`src/common/mpdl_pkg.sv`:
```
// package for the motor protection decision logic
// assumes measurements arrive scaled to a common unsigned format
package mpdl_pkg;
    // measurement and setting widths
    localparam int MEAS_W   = 16;
    localparam int TMR_W    = 16;
    // residual current is three times the zero-sequence component
    localparam int RESID_MUL = 3;
    // thermal state full capacity (scaled so 0x8000 = 100 %)
    localparam logic [15:0] THERM_FULL = 16'h8000;
    // time-to-trip value when there is no alarm or no thermal rise
    localparam logic [15:0] TTT_MAX    = 16'hFFFF;
    // inverse-time accumulator full scale
    localparam logic [31:0] INV_FULL   = 32'h0010_0000;
    // delay mode codes
    typedef enum logic [0:0] {
        MPDL_DEFINITE = 1'b0,
        MPDL_INVERSE  = 1'b1
    } mpdl_mode_t;
    // start-detection criterion codes
    typedef enum logic [0:0] {
        MPDL_START_CURRENT = 1'b0,
        MPDL_START_BRK_CUR = 1'b1
    } mpdl_crit_t;
    // start supervision states
    typedef enum logic [1:0] {
        MPDL_ST_IDLE    = 2'b00,
        MPDL_ST_START   = 2'b01,
        MPDL_ST_RUNNING = 2'b10
    } mpdl_state_t;
endpackage

```
`src/logic/mpdl_top.sv`:
```
// decision logic of a motor protection relay
// assumes measurements are already scaled and synchronous to i_mclk;
// contact inputs come from pins and are synchronised here
//
// Contract
// - thermal alarm when state exceeds alarm threshold
// - publish time-to-trip estimate once alarm exceeded
// - hot-start block when stopped and state high
// - release block when state below threshold
// - three overcurrent stages, third definite only
// - zero delay setting operates instantaneously
// - overcurrent active in every motor condition
// - two earth stages, pickup and delayed flags
// - earth compared to three times zero-sequence
// - negseq low definite, high inverse time
// - undervoltage off when stopped or start inhibited
// - undervoltage flag after delay below threshold
// - overvoltage flag after delay above threshold
// - long start if current high at timer end
// - successful start when timer expires without trip
// - re-arm long start on authorised flying restart
// - stall flag after start timer expired
// - stall off during start when reacceleration authorised
// - single start event enables stall supervision
// - locked at start if speed switch low
// - stall and locked share one delay
// - thermal trip at full thermal capacity
// - motor shut down when running input low and current not above start level
module mpdl_top (
    input  wire logic                        i_mclk,
    input  wire logic                        i_rstn,
    input  wire logic                        i_tick,
    input  wire logic                        i_motor_running_input,
    input  wire logic                        i_breaker_closed_input,
    input  wire logic                        i_speed_switch_input,
    input  wire logic                        i_reaccel_auth,
    input  wire logic                        i_flying_restart,
    input  wire logic [mpdl_pkg::MEAS_W-1:0] i_phase_cur_max,
    input  wire logic [mpdl_pkg::MEAS_W-1:0] i_zero_seq_cur,
    input  wire logic [mpdl_pkg::MEAS_W-1:0] i_negseq_cur,
    input  wire logic [mpdl_pkg::MEAS_W-1:0] i_volt_ac,
    input  wire logic [15:0]                 i_therm_state,
    input  wire logic [15:0]                 i_therm_rise,
    input  wire logic [15:0]                 i_set_therm_alarm,
    input  wire logic [15:0]                 i_set_start_block,
    input  wire logic                        i_en_start_block,
    input  wire logic                        i_en_oc,
    input  wire logic [mpdl_pkg::MEAS_W-1:0] i_set_oc1,
    input  wire logic [mpdl_pkg::MEAS_W-1:0] i_set_oc2,
    input  wire logic [mpdl_pkg::MEAS_W-1:0] i_set_oc3,
    input  wire mpdl_pkg::mpdl_mode_t        i_mode_oc1,
    input  wire mpdl_pkg::mpdl_mode_t        i_mode_oc2,
    input  wire logic [mpdl_pkg::TMR_W-1:0]  i_dly_oc1,
    input  wire logic [mpdl_pkg::TMR_W-1:0]  i_dly_oc2,
    input  wire logic [mpdl_pkg::TMR_W-1:0]  i_dly_oc3,
    input  wire logic [mpdl_pkg::MEAS_W-1:0] i_set_ef1,
    input  wire logic [mpdl_pkg::MEAS_W-1:0] i_set_ef2,
    input  wire logic [mpdl_pkg::TMR_W-1:0]  i_dly_ef1,
    input  wire logic [mpdl_pkg::TMR_W-1:0]  i_dly_ef2,
    input  wire logic [mpdl_pkg::MEAS_W-1:0] i_set_negseq_def,
    input  wire logic [mpdl_pkg::MEAS_W-1:0] i_set_negseq_inv,
    input  wire logic [mpdl_pkg::TMR_W-1:0]  i_dly_negseq_def,
    input  wire logic [mpdl_pkg::TMR_W-1:0]  i_dly_negseq_inv,
    input  wire logic [mpdl_pkg::MEAS_W-1:0] i_set_uv,
    input  wire logic [mpdl_pkg::MEAS_W-1:0] i_set_ov,
    input  wire logic [mpdl_pkg::TMR_W-1:0]  i_undervoltage_delay,
    input  wire logic [mpdl_pkg::TMR_W-1:0]  i_overvoltage_delay,
    input  wire logic                        i_uv_start_inhibit,
    input  wire mpdl_pkg::mpdl_crit_t        i_start_crit,
    input  wire logic [mpdl_pkg::MEAS_W-1:0] i_set_start_cur,
    input  wire logic [mpdl_pkg::TMR_W-1:0]  i_start_timer,
    input  wire logic [mpdl_pkg::MEAS_W-1:0] i_set_stall_cur,
    input  wire logic [mpdl_pkg::TMR_W-1:0]  i_stall_delay,
    input  wire logic                        i_en_locked_start,
    output logic                             o_therm_alarm,
    output logic [15:0]                      o_time_to_trip,
    output logic                             o_thermal_trip_flag,
    output logic                             o_hot_start_block,
    output logic [2:0]                       o_oc_op,
    output logic [1:0]                       o_ef_pick,
    output logic [1:0]                       o_ef_op,
    output logic                             o_negseq_definite_stage,
    output logic                             o_negseq_inverse_stage,
    output logic                             o_uv_op,
    output logic                             o_ov_op,
    output logic                             o_long_start,
    output logic                             o_start_ok,
    output logic                             o_stall_run,
    output logic                             o_locked_start,
    output logic                             o_starting
);
    import mpdl_pkg::*;

    // ==========================================================
    // reset release and pin synchronisers
    logic [1:0] rst_sync_q;
    logic       rst_n;
    logic [2:0] pin_s1_q;
    logic [2:0] pin_s2_q;
    logic       running;
    logic       brk_closed;
    logic       speed_switch_input;

    always_ff @(posedge i_mclk or negedge i_rstn) begin
        if (!i_rstn) begin
            rst_sync_q <= 2'b00;
        end else begin
            rst_sync_q <= {rst_sync_q[0], 1'b1};
        end
    end
    assign rst_n = rst_sync_q[1];

    // two flops on each contact input
    always_ff @(posedge i_mclk or negedge rst_n) begin
        if (!rst_n) begin
            pin_s1_q <= 3'h0;
            pin_s2_q <= 3'h0;
        end else begin
            pin_s1_q <= {i_speed_switch_input, i_breaker_closed_input,
                         i_motor_running_input};
            pin_s2_q <= pin_s1_q;
        end
    end
    assign running    = pin_s2_q[0];
    assign brk_closed = pin_s2_q[1];
    assign speed_switch_input   = pin_s2_q[2];

    // ==========================================================
    // thermal alarm, trip, estimate and start blocking
    logic [15:0] ttt_d;
    logic [15:0] headroom;

    // remaining capacity divided by present rise per tick
    always_comb begin
        headroom = (i_therm_state >= THERM_FULL)
                 ? 16'h0000 : THERM_FULL - i_therm_state;
        if (i_therm_rise == 16'h0000) begin
            ttt_d = TTT_MAX;
        end else begin
            ttt_d = headroom / i_therm_rise;
        end
    end

    always_ff @(posedge i_mclk or negedge rst_n) begin
        if (!rst_n) begin
            o_therm_alarm       <= 1'b0;
            o_thermal_trip_flag <= 1'b0;
            o_time_to_trip      <= TTT_MAX;
            o_hot_start_block   <= 1'b0;
        end else begin
            o_therm_alarm       <= i_therm_state > i_set_therm_alarm;
            o_thermal_trip_flag <= i_therm_state >= THERM_FULL;
            o_time_to_trip      <= (i_therm_state > i_set_therm_alarm)
                                 ? ttt_d : TTT_MAX;
            o_hot_start_block   <= i_en_start_block && !running
                                && i_therm_state > i_set_start_block;
        end
    end

    // ==========================================================
    // stage pickups and excesses
    logic [MEAS_W+1:0]  resid;
    logic [8:0]         pick;
    logic [8:0][MEAS_W-1:0] excess;
    logic [8:0]         mode;
    logic [8:0][TMR_W-1:0] dly;
    logic [8:0]         op;
    logic               uv_enable;
    logic               uv_pick;
    logic               ov_pick;

    assign resid = (MEAS_W+2)'(i_zero_seq_cur) * (MEAS_W+2)'(RESID_MUL);

    always_comb begin
        // overcurrent stages stay live in every motor condition
        pick[0] = i_en_oc && i_phase_cur_max > i_set_oc1;
        pick[1] = i_en_oc && i_phase_cur_max > i_set_oc2;
        pick[2] = i_en_oc && i_phase_cur_max > i_set_oc3;
        pick[3] = resid > (MEAS_W+2)'(i_set_ef1);
        pick[4] = resid > (MEAS_W+2)'(i_set_ef2);
        pick[5] = i_negseq_cur > i_set_negseq_def;
        pick[6] = i_negseq_cur > i_set_negseq_inv;
        pick[7] = uv_pick;
        pick[8] = ov_pick;
        excess[0] = i_phase_cur_max - i_set_oc1;
        excess[1] = i_phase_cur_max - i_set_oc2;
        excess[2] = '0;
        excess[3] = '0;
        excess[4] = '0;
        excess[5] = '0;
        excess[6] = i_negseq_cur - i_set_negseq_inv;
        excess[7] = '0;
        excess[8] = '0;
        mode = {MPDL_DEFINITE, MPDL_DEFINITE, MPDL_INVERSE,
                MPDL_DEFINITE, MPDL_DEFINITE, MPDL_DEFINITE,
                MPDL_DEFINITE, i_mode_oc2, i_mode_oc1};
        dly = {i_overvoltage_delay, i_undervoltage_delay,
               i_dly_negseq_inv, i_dly_negseq_def, i_dly_ef2,
               i_dly_ef1, i_dly_oc3, i_dly_oc2, i_dly_oc1};
    end

    // undervoltage blocked when stopped or inhibited in start
    assign uv_enable = running && !(i_uv_start_inhibit && o_starting);
    assign uv_pick   = uv_enable && i_volt_ac < i_set_uv;
    assign ov_pick   = i_volt_ac > i_set_ov;

    // one delay stage per element
    genvar g;
    generate
        for (g = 0; g < 9; g++) begin : g_stage
            mpdl_delay u_dly (
                .i_mclk   (i_mclk),
                .i_rst_n  (rst_n),
                .i_tick   (i_tick),
                .i_pick   (pick[g]),
                .i_mode   (mpdl_mode_t'(mode[g])),
                .i_delay  (dly[g]),
                .i_excess (excess[g]),
                .o_op     (op[g])
            );
        end
    endgenerate

    // registered protection outputs
    always_ff @(posedge i_mclk or negedge rst_n) begin
        if (!rst_n) begin
            o_oc_op                 <= 3'h0;
            o_ef_pick               <= 2'h0;
            o_ef_op                 <= 2'h0;
            o_negseq_definite_stage <= 1'b0;
            o_negseq_inverse_stage  <= 1'b0;
            o_uv_op                 <= 1'b0;
            o_ov_op                 <= 1'b0;
        end else begin
            o_oc_op                 <= op[2:0];
            o_ef_pick               <= pick[4:3];
            o_ef_op                 <= op[4:3];
            o_negseq_definite_stage <= op[5];
            o_negseq_inverse_stage  <= op[6];
            o_uv_op                 <= op[7];
            o_ov_op                 <= op[8];
        end
    end

    // ==========================================================
    // start supervision: long start, stall, locked rotor
    mpdl_state_t    state_q;
    logic [TMR_W-1:0] start_cnt_q;
    logic [TMR_W-1:0] lock_cnt_q;
    logic [TMR_W-1:0] stall_cnt_q;
    logic           cur_start;
    logic           start_det;
    logic           one_event;
    logic           start_exp;
    logic           any_trip;
    logic           stall_en;

    assign cur_start = i_phase_cur_max > i_set_start_cur;
    // start criterion: current alone, or breaker and current
    assign start_det = (i_start_crit == MPDL_START_CURRENT)
                     ? cur_start : (cur_start && brk_closed);
    assign one_event = (i_start_crit == MPDL_START_BRK_CUR)
                     && (cur_start ^ brk_closed);
    assign start_exp = (state_q == MPDL_ST_START)
                     && i_tick && start_cnt_q >= i_start_timer;
    assign any_trip  = o_thermal_trip_flag || |o_oc_op || |o_ef_op
                     || o_negseq_inverse_stage || o_locked_start;
    assign o_starting = (state_q == MPDL_ST_START);

    // start state: idle until start, start timer, then running
    always_ff @(posedge i_mclk or negedge rst_n) begin
        if (!rst_n) begin
            state_q     <= MPDL_ST_IDLE;
            start_cnt_q <= '0;
        end else begin
            case (state_q)
                MPDL_ST_IDLE: begin
                    start_cnt_q <= '0;
                    if (start_det) begin
                        state_q <= MPDL_ST_START;
                    end else if (one_event) begin
                        state_q <= MPDL_ST_RUNNING;
                    end
                end
                MPDL_ST_START: begin
                    if (start_exp) begin
                        state_q <= MPDL_ST_RUNNING;
                    end else if (i_tick) begin
                        start_cnt_q <= start_cnt_q + 1'b1;
                    end
                end
                MPDL_ST_RUNNING: begin
                    start_cnt_q <= '0;
                    if (i_reaccel_auth && i_flying_restart) begin
                        state_q <= MPDL_ST_START;
                    end else if (!running && !cur_start) begin
                        state_q <= MPDL_ST_IDLE;
                    end
                end
                default: begin
                    state_q <= MPDL_ST_IDLE;
                end
            endcase
        end
    end

    // end-of-start outcomes
    always_ff @(posedge i_mclk or negedge rst_n) begin
        if (!rst_n) begin
            o_long_start <= 1'b0;
            o_start_ok   <= 1'b0;
        end else begin
            if (start_exp && cur_start) begin
                o_long_start <= 1'b1;
            end else if (state_q == MPDL_ST_IDLE && start_det) begin
                o_long_start <= 1'b0;
            end
            o_start_ok <= start_exp && !any_trip;
        end
    end

    // locked rotor at start shares the stall delay
    always_ff @(posedge i_mclk or negedge rst_n) begin
        if (!rst_n) begin
            lock_cnt_q     <= '0;
            o_locked_start <= 1'b0;
        end else if (state_q != MPDL_ST_START || !i_en_locked_start) begin
            lock_cnt_q <= '0;
            if (state_q == MPDL_ST_IDLE) begin
                o_locked_start <= 1'b0;
            end
        end else if (lock_cnt_q >= i_stall_delay) begin
            o_locked_start <= o_locked_start || !speed_switch_input;
        end else if (i_tick) begin
            lock_cnt_q <= lock_cnt_q + 1'b1;
        end
    end

    // stall while running, only after the start period
    assign stall_en = (state_q == MPDL_ST_RUNNING)
                   && !(i_reaccel_auth && o_starting);
    always_ff @(posedge i_mclk or negedge rst_n) begin
        if (!rst_n) begin
            stall_cnt_q <= '0;
            o_stall_run <= 1'b0;
        end else if (!stall_en
                     || !(i_phase_cur_max > i_set_stall_cur)) begin
            stall_cnt_q <= '0;
            o_stall_run <= 1'b0;
        end else if (stall_cnt_q > i_stall_delay) begin
            o_stall_run <= 1'b1;
        end else if (i_tick) begin
            stall_cnt_q <= stall_cnt_q + 1'b1;
        end
    end
endmodule

```
`src/logic/mpdl_delay.sv`:
```
// one pickup-delay stage: definite count or inverse accumulation
// assumes i_tick is a one-cycle pulse once per power cycle
module mpdl_delay (
    input  wire logic                        i_mclk,
    input  wire logic                        i_rst_n,
    input  wire logic                        i_tick,
    input  wire logic                        i_pick,
    input  wire mpdl_pkg::mpdl_mode_t        i_mode,
    input  wire logic [mpdl_pkg::TMR_W-1:0]  i_delay,
    input  wire logic [mpdl_pkg::MEAS_W-1:0] i_excess,
    output logic                             o_op
);
    import mpdl_pkg::*;

    logic [31:0] acc_q;
    logic [31:0] step;
    logic        done;

    // inverse mode adds excess squared per tick, definite adds one
    always_comb begin
        step = (i_mode == MPDL_INVERSE)
             ? 32'(i_excess) * 32'(i_excess) : 32'h0000_0001;
        done = (i_mode == MPDL_INVERSE)
             ? (acc_q >= 32'(i_delay) * (INV_FULL >> 16))
             : (acc_q >= 32'(i_delay));
    end

    // timer clears when pickup drops out
    always_ff @(posedge i_mclk or negedge i_rst_n) begin
        if (!i_rst_n) begin
            acc_q <= 32'h0000_0000;
        end else if (!i_pick) begin
            acc_q <= 32'h0000_0000;
        end else if (i_tick && !done) begin
            acc_q <= (acc_q > 32'hFFFF_FFFF - step)
                   ? 32'hFFFF_FFFF : acc_q + step;
        end
    end

    // zero delay operates at once
    assign o_op = i_pick && done;
endmodule

```
`config.mk`:
```
export PLATFORM = sky130hd
export DESIGN_NAME = mpdl_top
export DESIGN_NICKNAME = d
export VERILOG_FILES = /design/src/common/mpdl_pkg.sv /design/src/logic/mpdl_top.sv /design/src/logic/mpdl_delay.sv
export SDC_FILE = /design/constraint.sdc
export NUM_CORES = 2
export LEC_CHECK = 0
export ABC_AREA = 1
export BUFFER_PORTS_ARGS = -buffer_cell sky130_fd_sc_hd__buf_2
export CELL_PAD_IN_SITES_DETAIL_PLACEMENT = 0
export CELL_PAD_IN_SITES_GLOBAL_PLACEMENT = 2
export CORE_MARGIN = 2
export CORE_UTILIZATION = 35
export CTS_BUF_LIST = sky130_fd_sc_hd__clkbuf_2
export CTS_CLUSTER_DIAMETER = 50
export DETAILED_ROUTE_END_ITERATION = 6
export GPL_TIMING_DRIVEN = 0
export PLACE_DENSITY = 0.83
export SLEW_MARGIN = 20
export SYNTH_ARGS = -nofsm -noshare
export SYNTH_HDL_FRONTEND = slang
export SYNTH_SLANG_ARGS = --single-unit
```
`constraint.sdc`:
```
create_clock -name i_mclk -period 14.41 [get_ports i_mclk]
set_input_delay 2.882 -clock i_mclk [delete_from_list [all_inputs] [get_ports i_mclk]]
set_output_delay 2.882 -clock i_mclk [all_outputs]
set_load 0.03 [all_outputs]
```
# == Word-level counts from Yosys, hierarchy flattened ==
# Cells that the tools add are included.
# totals
out_inout_bits,35
in_bits,495
word_cells,248
reg_bits,380
# op_classes
mux,57
bitwise,1
n_eq_ne,20
n_addsub,19
div,1
n_mul,4
reduce_logical,78
magnitude_cmp,37
# ops
cell,count
2-to-1 mux 32 bit,29
greater-or-equal comparator 32 x 16 -> 1 bit,8
"adder 32 x 1 -> 32 bit, second input constant",6
"greater-than comparator 32 bit, second input constant",6
greater-than comparator 16 bit,11
2-to-1 mux 16 bit,11
adder 32 bit,3
greater-or-equal comparator 32 x 20 -> 1 bit,3
greater-than comparator 32 bit,3
multiplier 16 x 16 -> 32 bit,3
"subtractor 32 bit, first input constant",3
"adder 16 x 1 -> 16 bit, second input constant",3
subtractor 16 bit,3
logical AND 1 bit,37
greater-than comparator 18 x 16 -> 1 bit,2
greater-or-equal comparator 16 bit,2
one-hot mux 16 bit (2 select lines),1
"inequality test 2 bit, second input constant",14
logical NOT 1 bit,18
"multiplier 16 x 2 -> 18 bit, second input constant",1
divider 16 x 16 -> 16 bit,1
"greater-or-equal comparator 16 bit, second input constant",1
logical NOT 16 bit,1
< comparator 16 bit,1
16 further kinds,46

# == Depth between registers and ports, before layout ==
# logic_depth
word_depth,8
ltp_mapped,243
ltp_nobuf,240

# == Cells and area by module ==
# Synthesis repeated with hierarchy kept, for this count alone.
# unflattened
hier_cells,19924
area_unflattened_um2,134291.3
# by_module_without_submodules
module,area_each_um2,seq_area_each_um2,n_inst,cells_each
mpdl_delay (g_stage[0].u_dly ...),12774.8,800.8,4,1894
mpdl_top,19389.8,2322.2,1,2904
mpdl_delay (g_stage[7].u_dly),12844.8,800.8,1,1899
mpdl_delay (g_stage[8].u_dly),12784.8,800.8,1,1891
mpdl_delay (g_stage[3].u_dly),12768.5,800.8,1,1894
mpdl_delay (g_stage[6].u_dly),12704.7,800.8,1,1878
mpdl_delay (g_stage[5].u_dly),12699.7,800.8,1,1882

# == Worst setup path before layout ==
# No wires, ideal clock.
# synth_path
path_type,input to register
start,input port i_therm_state[1]
end,register o_time_to_trip[0]
cell_stages,228
slack_ns,-13.277
arrival_ns,27.586
path_cell_list,nor2_1 -> nand2_1 -> inv_1 -> nand4_1 -> nor3_1 -> ha_1 -> inv_1 -> nor3_1 -> nand3b_1 -> nor2_1 -> nand2_1 -> nor2_1 -> nand2_1 -> nand3_1 -> nand2_1 -> ha_1 -> nand2_1 -> nand3_1 -> (+192 left out) -> nor3b_1 -> nand2_1 -> nand3_1 -> dlygate4sd3_1 -> o21ai_0 -> ha_1 -> o21a_1 -> o21a_1 -> o21a_1 -> o21a_1 -> o21ai_0 -> nand2_1 -> a21oi_1 -> nor3_1 -> nor3_1 -> nand2_1 -> a21oi_1 -> o211ai_1
# synth_via
elab_chain_len,5
# synth_lines
item,line,text
from (decl),mpdl_top.sv:42,"input wire logic [15:0] i_therm_state,"
subtractor 16 bit or greater-or-equal comparator 16 bit (tied branches),"mpdl_top.sv:136, mpdl_top.sv:135",
2-to-1 mux 16 bit,mpdl_top.sv:136,? 16'h0000 : THERM_FULL - i_therm_state;
divider 16 x 16 -> 16 bit,mpdl_top.sv:140,ttt_d = headroom / i_therm_rise;
2-to-1 mux 16 bit,mpdl_top.sv:137,if (i_therm_rise == 16'h0000) begin
2-to-1 mux 16 bit *,mpdl_top.sv:154,? ttt_d : TTT_MAX;
to (signal assigned),mpdl_top.sv:153,o_time_to_trip <= (i_therm_state > i_set_therm_alarm)
to (decl),mpdl_top.sv:76,"output logic [15:0] o_time_to_trip,"
# Mark *: on every way between the ends. The rest lies on a longest branch, timed or not.
# A chain may end at the register's enable or synchronous reset.

# == Worst setup path after layout ==
# layout_path
start,input port i_therm_state[5]
end,register o_time_to_trip[0]
# The elaborated chain is that of the path after synthesis.

==> reports/summary.md <==
The number of clock buffers inserted by TritonCTS was 119; the die outline height was 418 um. The count of port buffers added during placement works out to 528. The core footprint is 171000 um2.

At the worst endpoint, the required time is 15.84 ns. The number of storage elements in the synthesis netlist was 380. The startpoint of the worst-slack reg-to-reg timing path was g_stage[8].u_dly.acc_q[0]. The headroom to the max-slew limit is 16.6%, and the time the worst path needs with I/O delays and setup is 27.22 ns.

Startpoint of the worst setup timing path: i_therm_state[5]. Max-cap violations in this run came to 0. Number of global-route vias before repair: 54913. The final weighted congestion in routability-driven placement is 0.889, and the synthesized netlist net count is 9928. In this run, post-CTS hold repair placed 0 buffers.

Number of DRC markers after the initial detailed-route iteration: 2327. The class of the tightest hold or removal check was reg -> async. The leading register cell type out of synthesis is dfrtp_1. The overall track demand over capacity in global routing was 21.0%. In the synthesized netlist the async set-or-reset flop fraction comes to 100%. The pre-antenna-repair detailed-routing pass consisted of 6 iterations.

The most numerous cell type found on the critical path is nand2_2. Averaged over all synthesized cells, the footprint is 7.55 um2. Summed over all layers, the routed wires come to 185000 um.

The flow ran to the end, but the final reports show violations. The pin slew with the least headroom to its limit is 1.25 ns, and the post-synthesis instance total is 7958. Before CTS, the worst setup slack after placement is -16.41 ns.

The die area is 175000 um2, and the detailed-route via count is 54179. The run gives 0 as the count of final hold-check violations. Among all stages on the critical path, the largest delay is contributed by ha_1. The number of pins exceeding their max-slew limit in the final report was 0. The number of enable flip-flop cells after synthesis was 0; the total of fill cells in the finished design was 17949. After layout, the worst path uses 189% of the clock period. The run gives 28.66 ns as the endpoint arrival time on the critical path.

The portion of the post-synthesis area used by sequential elements was 15.9%. The critical path in this run is classified as in -> reg. The first global-routing pass estimated 294000 um of wire. The Yosys warning count is 0. The overall die width was 418 um. The worst setup path is launched from an input pin.

Row generation in the floorplan step produced 152 rows. For the final database, setup skew stands at 0.117 ns. In this run, distinct cell masters in the synthesized netlist total 75. Dividing the detail-routed wire length by the instance count gives 16.6 um. The logs give 0 for the remaining antenna violation count and 10775 for the number of nets in the final layout. Measured on the finished design, the core utilization comes to 41.1%. The netlist area before placement is 60100 um2, and the level count of the clock H-tree is 3. Based on the critical path, the design can be clocked at up to 0.0367 GHz.

The final reports fail on setup timing. Tightest hold margin: 0.353 ns. In this run the worst path has a maximum fanout of 8.

Setup violations remaining at the end of the flow were counted as 7. Compared with the post-synthesis result, the final layout area differs by 16.9%. Global routing finished with a remaining overflow of 0. The source-to-sink clock delay at the later pin of the worst-skew pair came out at 1.54 ns. HPWL after detailed placement: 155000 um. The worst setup path is captured at a register. For this run, the slowest stage of the critical path takes 0.29 ns.

The run gives -12.81 ns as the setup slack after layout. The initial utilization of the core area, before any placement, comes to 35.1%. The tools report the CTS sink count as 380. The proportion of layout cells with a drive suffix above 1 works out to 16.0%. The number of buffers on the longest clock path was 3; the via-per-instance ratio was 4.86. Initial antenna violation count: 22. The final routed DRC violation total is 0, and the clock transition at the register clock pins on the worst setup and hold paths after CTS is 0.11 ns. TritonCTS built the clock tree.

The tools report the root buffer selected by CTS as clkbuf_2. The pin count of the biggest net entering global routing came out at 52. The number of placed I/O pins was 530. Setup repair after global routing could not meet its margin everywhere.
-- layout make-up --
| cell class | count | area, um2 | area share [%] |
|---|---|---|---|
| Multi-Input combinational cell | 5687 | 45100 | 64.2 |
| Sequential cell | 380 | 9530 | 13.6 |
| Inverter | 1764 | 6690 | 9.51 |
| Timing Repair Buffer | 727 | 4490 | 6.39 |
| Tap cell | 2233 | 2790 | 3.98 |
| Clock buffer | 172 | 861 | 1.22 |
| Buffer | 126 | 611 | 0.869 |
| Clock inverter | 41 | 171 | 0.244 |
| Antenna cell | 12 | 30.0 | 0.0427 |
-- timing repair --
item                                    CTS  global route
endpoints found under the setup margin    7             8
gates cloned                              1             2
pin swaps                                66           191
setup buffers                            85           101
resized for setup                        90           285
hold endpoints to repair                  0             0
-- synth_stat cells, types with 60 or more instances --
master	number	area [um2]
or2_2	86	538
nor4_1	60	375
xor2_1	200	1750
nand3_1	264	1320
a21oi_1	562	2810
inv_1	1747	6560
ha_1	979	12200
dfrtp_1	364	9110
o22ai_1	67	419
nand4_1	103	644
clkbuf_1	102	383
nand2_1	1101	4130
nor3_1	110	551
o21ai_0	361	1810
nor2_1	798	3000
fa_1	496	9930
-- per-layer routing --
metal	track usage [%]	vias to the layer above	share of wire [%]
met5	0	-	0
met4	5.32	0	2.4
met3	2.12	258	3.1
met2	38.6	875	51
met1	26.1	25662	43
li1	-	27384	-
-- worst max-delay path: cells and delay by family --
family	cells	cell delay [ns]
AND/OR/NAND/NOR	131	11.46
AO/OA/AOI/OAI	57	7.72
adder cells (fa/ha/maj)	16	4.07
buffers and inverters	34	2.51
-- per-stage QoR --
step / std cells / setup TNS, ns / area, um2
2_1_floorplan: 7958 / -46.10 / 60400
3_3_place_gp: 10719 / -1253.71 / 65900
3_5_place_dp: 10729 / -79.03 / 66100
4_1_cts: 11028 / -49.80 / 68300
5_1_grt: 11134 / -58.56 / 70300
6_report: 11142 / -50.20 / 70300
-- worst paths after layout --
| path | to | slack, ns | cells after the start |
|---|---|---|---|
| min reg2reg | g_stage[7].u_dly.acc_q[11] | 0.35 | 0 |
| min | g_stage[7].u_dly.acc_q[11] | 0.35 | 0 |
| max | o_time_to_trip[0] | -12.81 | 238 |
| max in group asynchronous | g_stage[8].u_dly.acc_q[10] | 12.65 | 3 |
| max reg2reg | g_stage[8].u_dly.acc_q[11] | 10.33 | 18 |
| min in group i_mclk | pin_s2_q[2] | 0.36 | 0 |
-- cell usage in the layout (no fill, tap or decap), types with 14 or more instances in the layout --
cell type	netlist	routed
a211oi_1	25	21
a21o_1	25	25
a21oi_1	562	551
a21oi_2	13	17
a31oi_1	15	15
buf_2	10	530
buf_4	0	169
buf_6	7	23
clkbuf_1	102	101
clkbuf_2	0	173
clkinv_1	2	37
dfrtp_1	364	363
dfstp_2	16	16
fa_1	496	496
ha_1	979	932
ha_4	0	46
inv_1	1747	1703
inv_2	14	42
nand2_1	1101	1009
nand2_2	28	103
nand2_4	3	18
nand3_1	264	246
nand3_2	4	14
nand4_1	103	103
nor2_1	798	788
nor3_1	110	103
nor4_1	60	55
o211ai_1	36	36
o21a_1	36	35
o21ai_0	361	344
o21ai_1	55	49
o21ai_2	18	26
o21ai_4	3	18
o21bai_1	28	24
o22ai_1	67	66
or2_2	86	86
xnor2_1	52	52
xor2_1	200	200
-- kinds of logic (layout without fill, tap and decap cells) --
group / Yosys count / in the layout / share of synthesized area [%]
XOR/XNOR: 252 / 252 / 3.67
buffers and inverters: 1891 / 2830 / 12.0
adder cells (fa/ha/maj): 1475 / 1475 / 36.9
other: 1 / 13 / 0.00624
AND/OR/NAND/NOR: 2614 / 2614 / 18.7
multiplexers: 3 / 3 / 0.0500
flip-flops: 380 / 380 / 15.9
AO/OA/AOI/OAI: 1342 / 1342 / 12.9
-- state kept, by name (all words and copies together) (netlist names), 3 cells and up --
signal / cells
o_oc_op: 3
g_stage.u_dly.acc_q: 288
start_cnt_q: 16
o_time_to_trip: 16
pin_s2_q: 3
pin_s1_q: 3
stall_cnt_q: 16
lock_cnt_q: 16
Power is not shown: default switching activity piles up to over one toggle a cycle in this logic, so the estimate is an artifact.
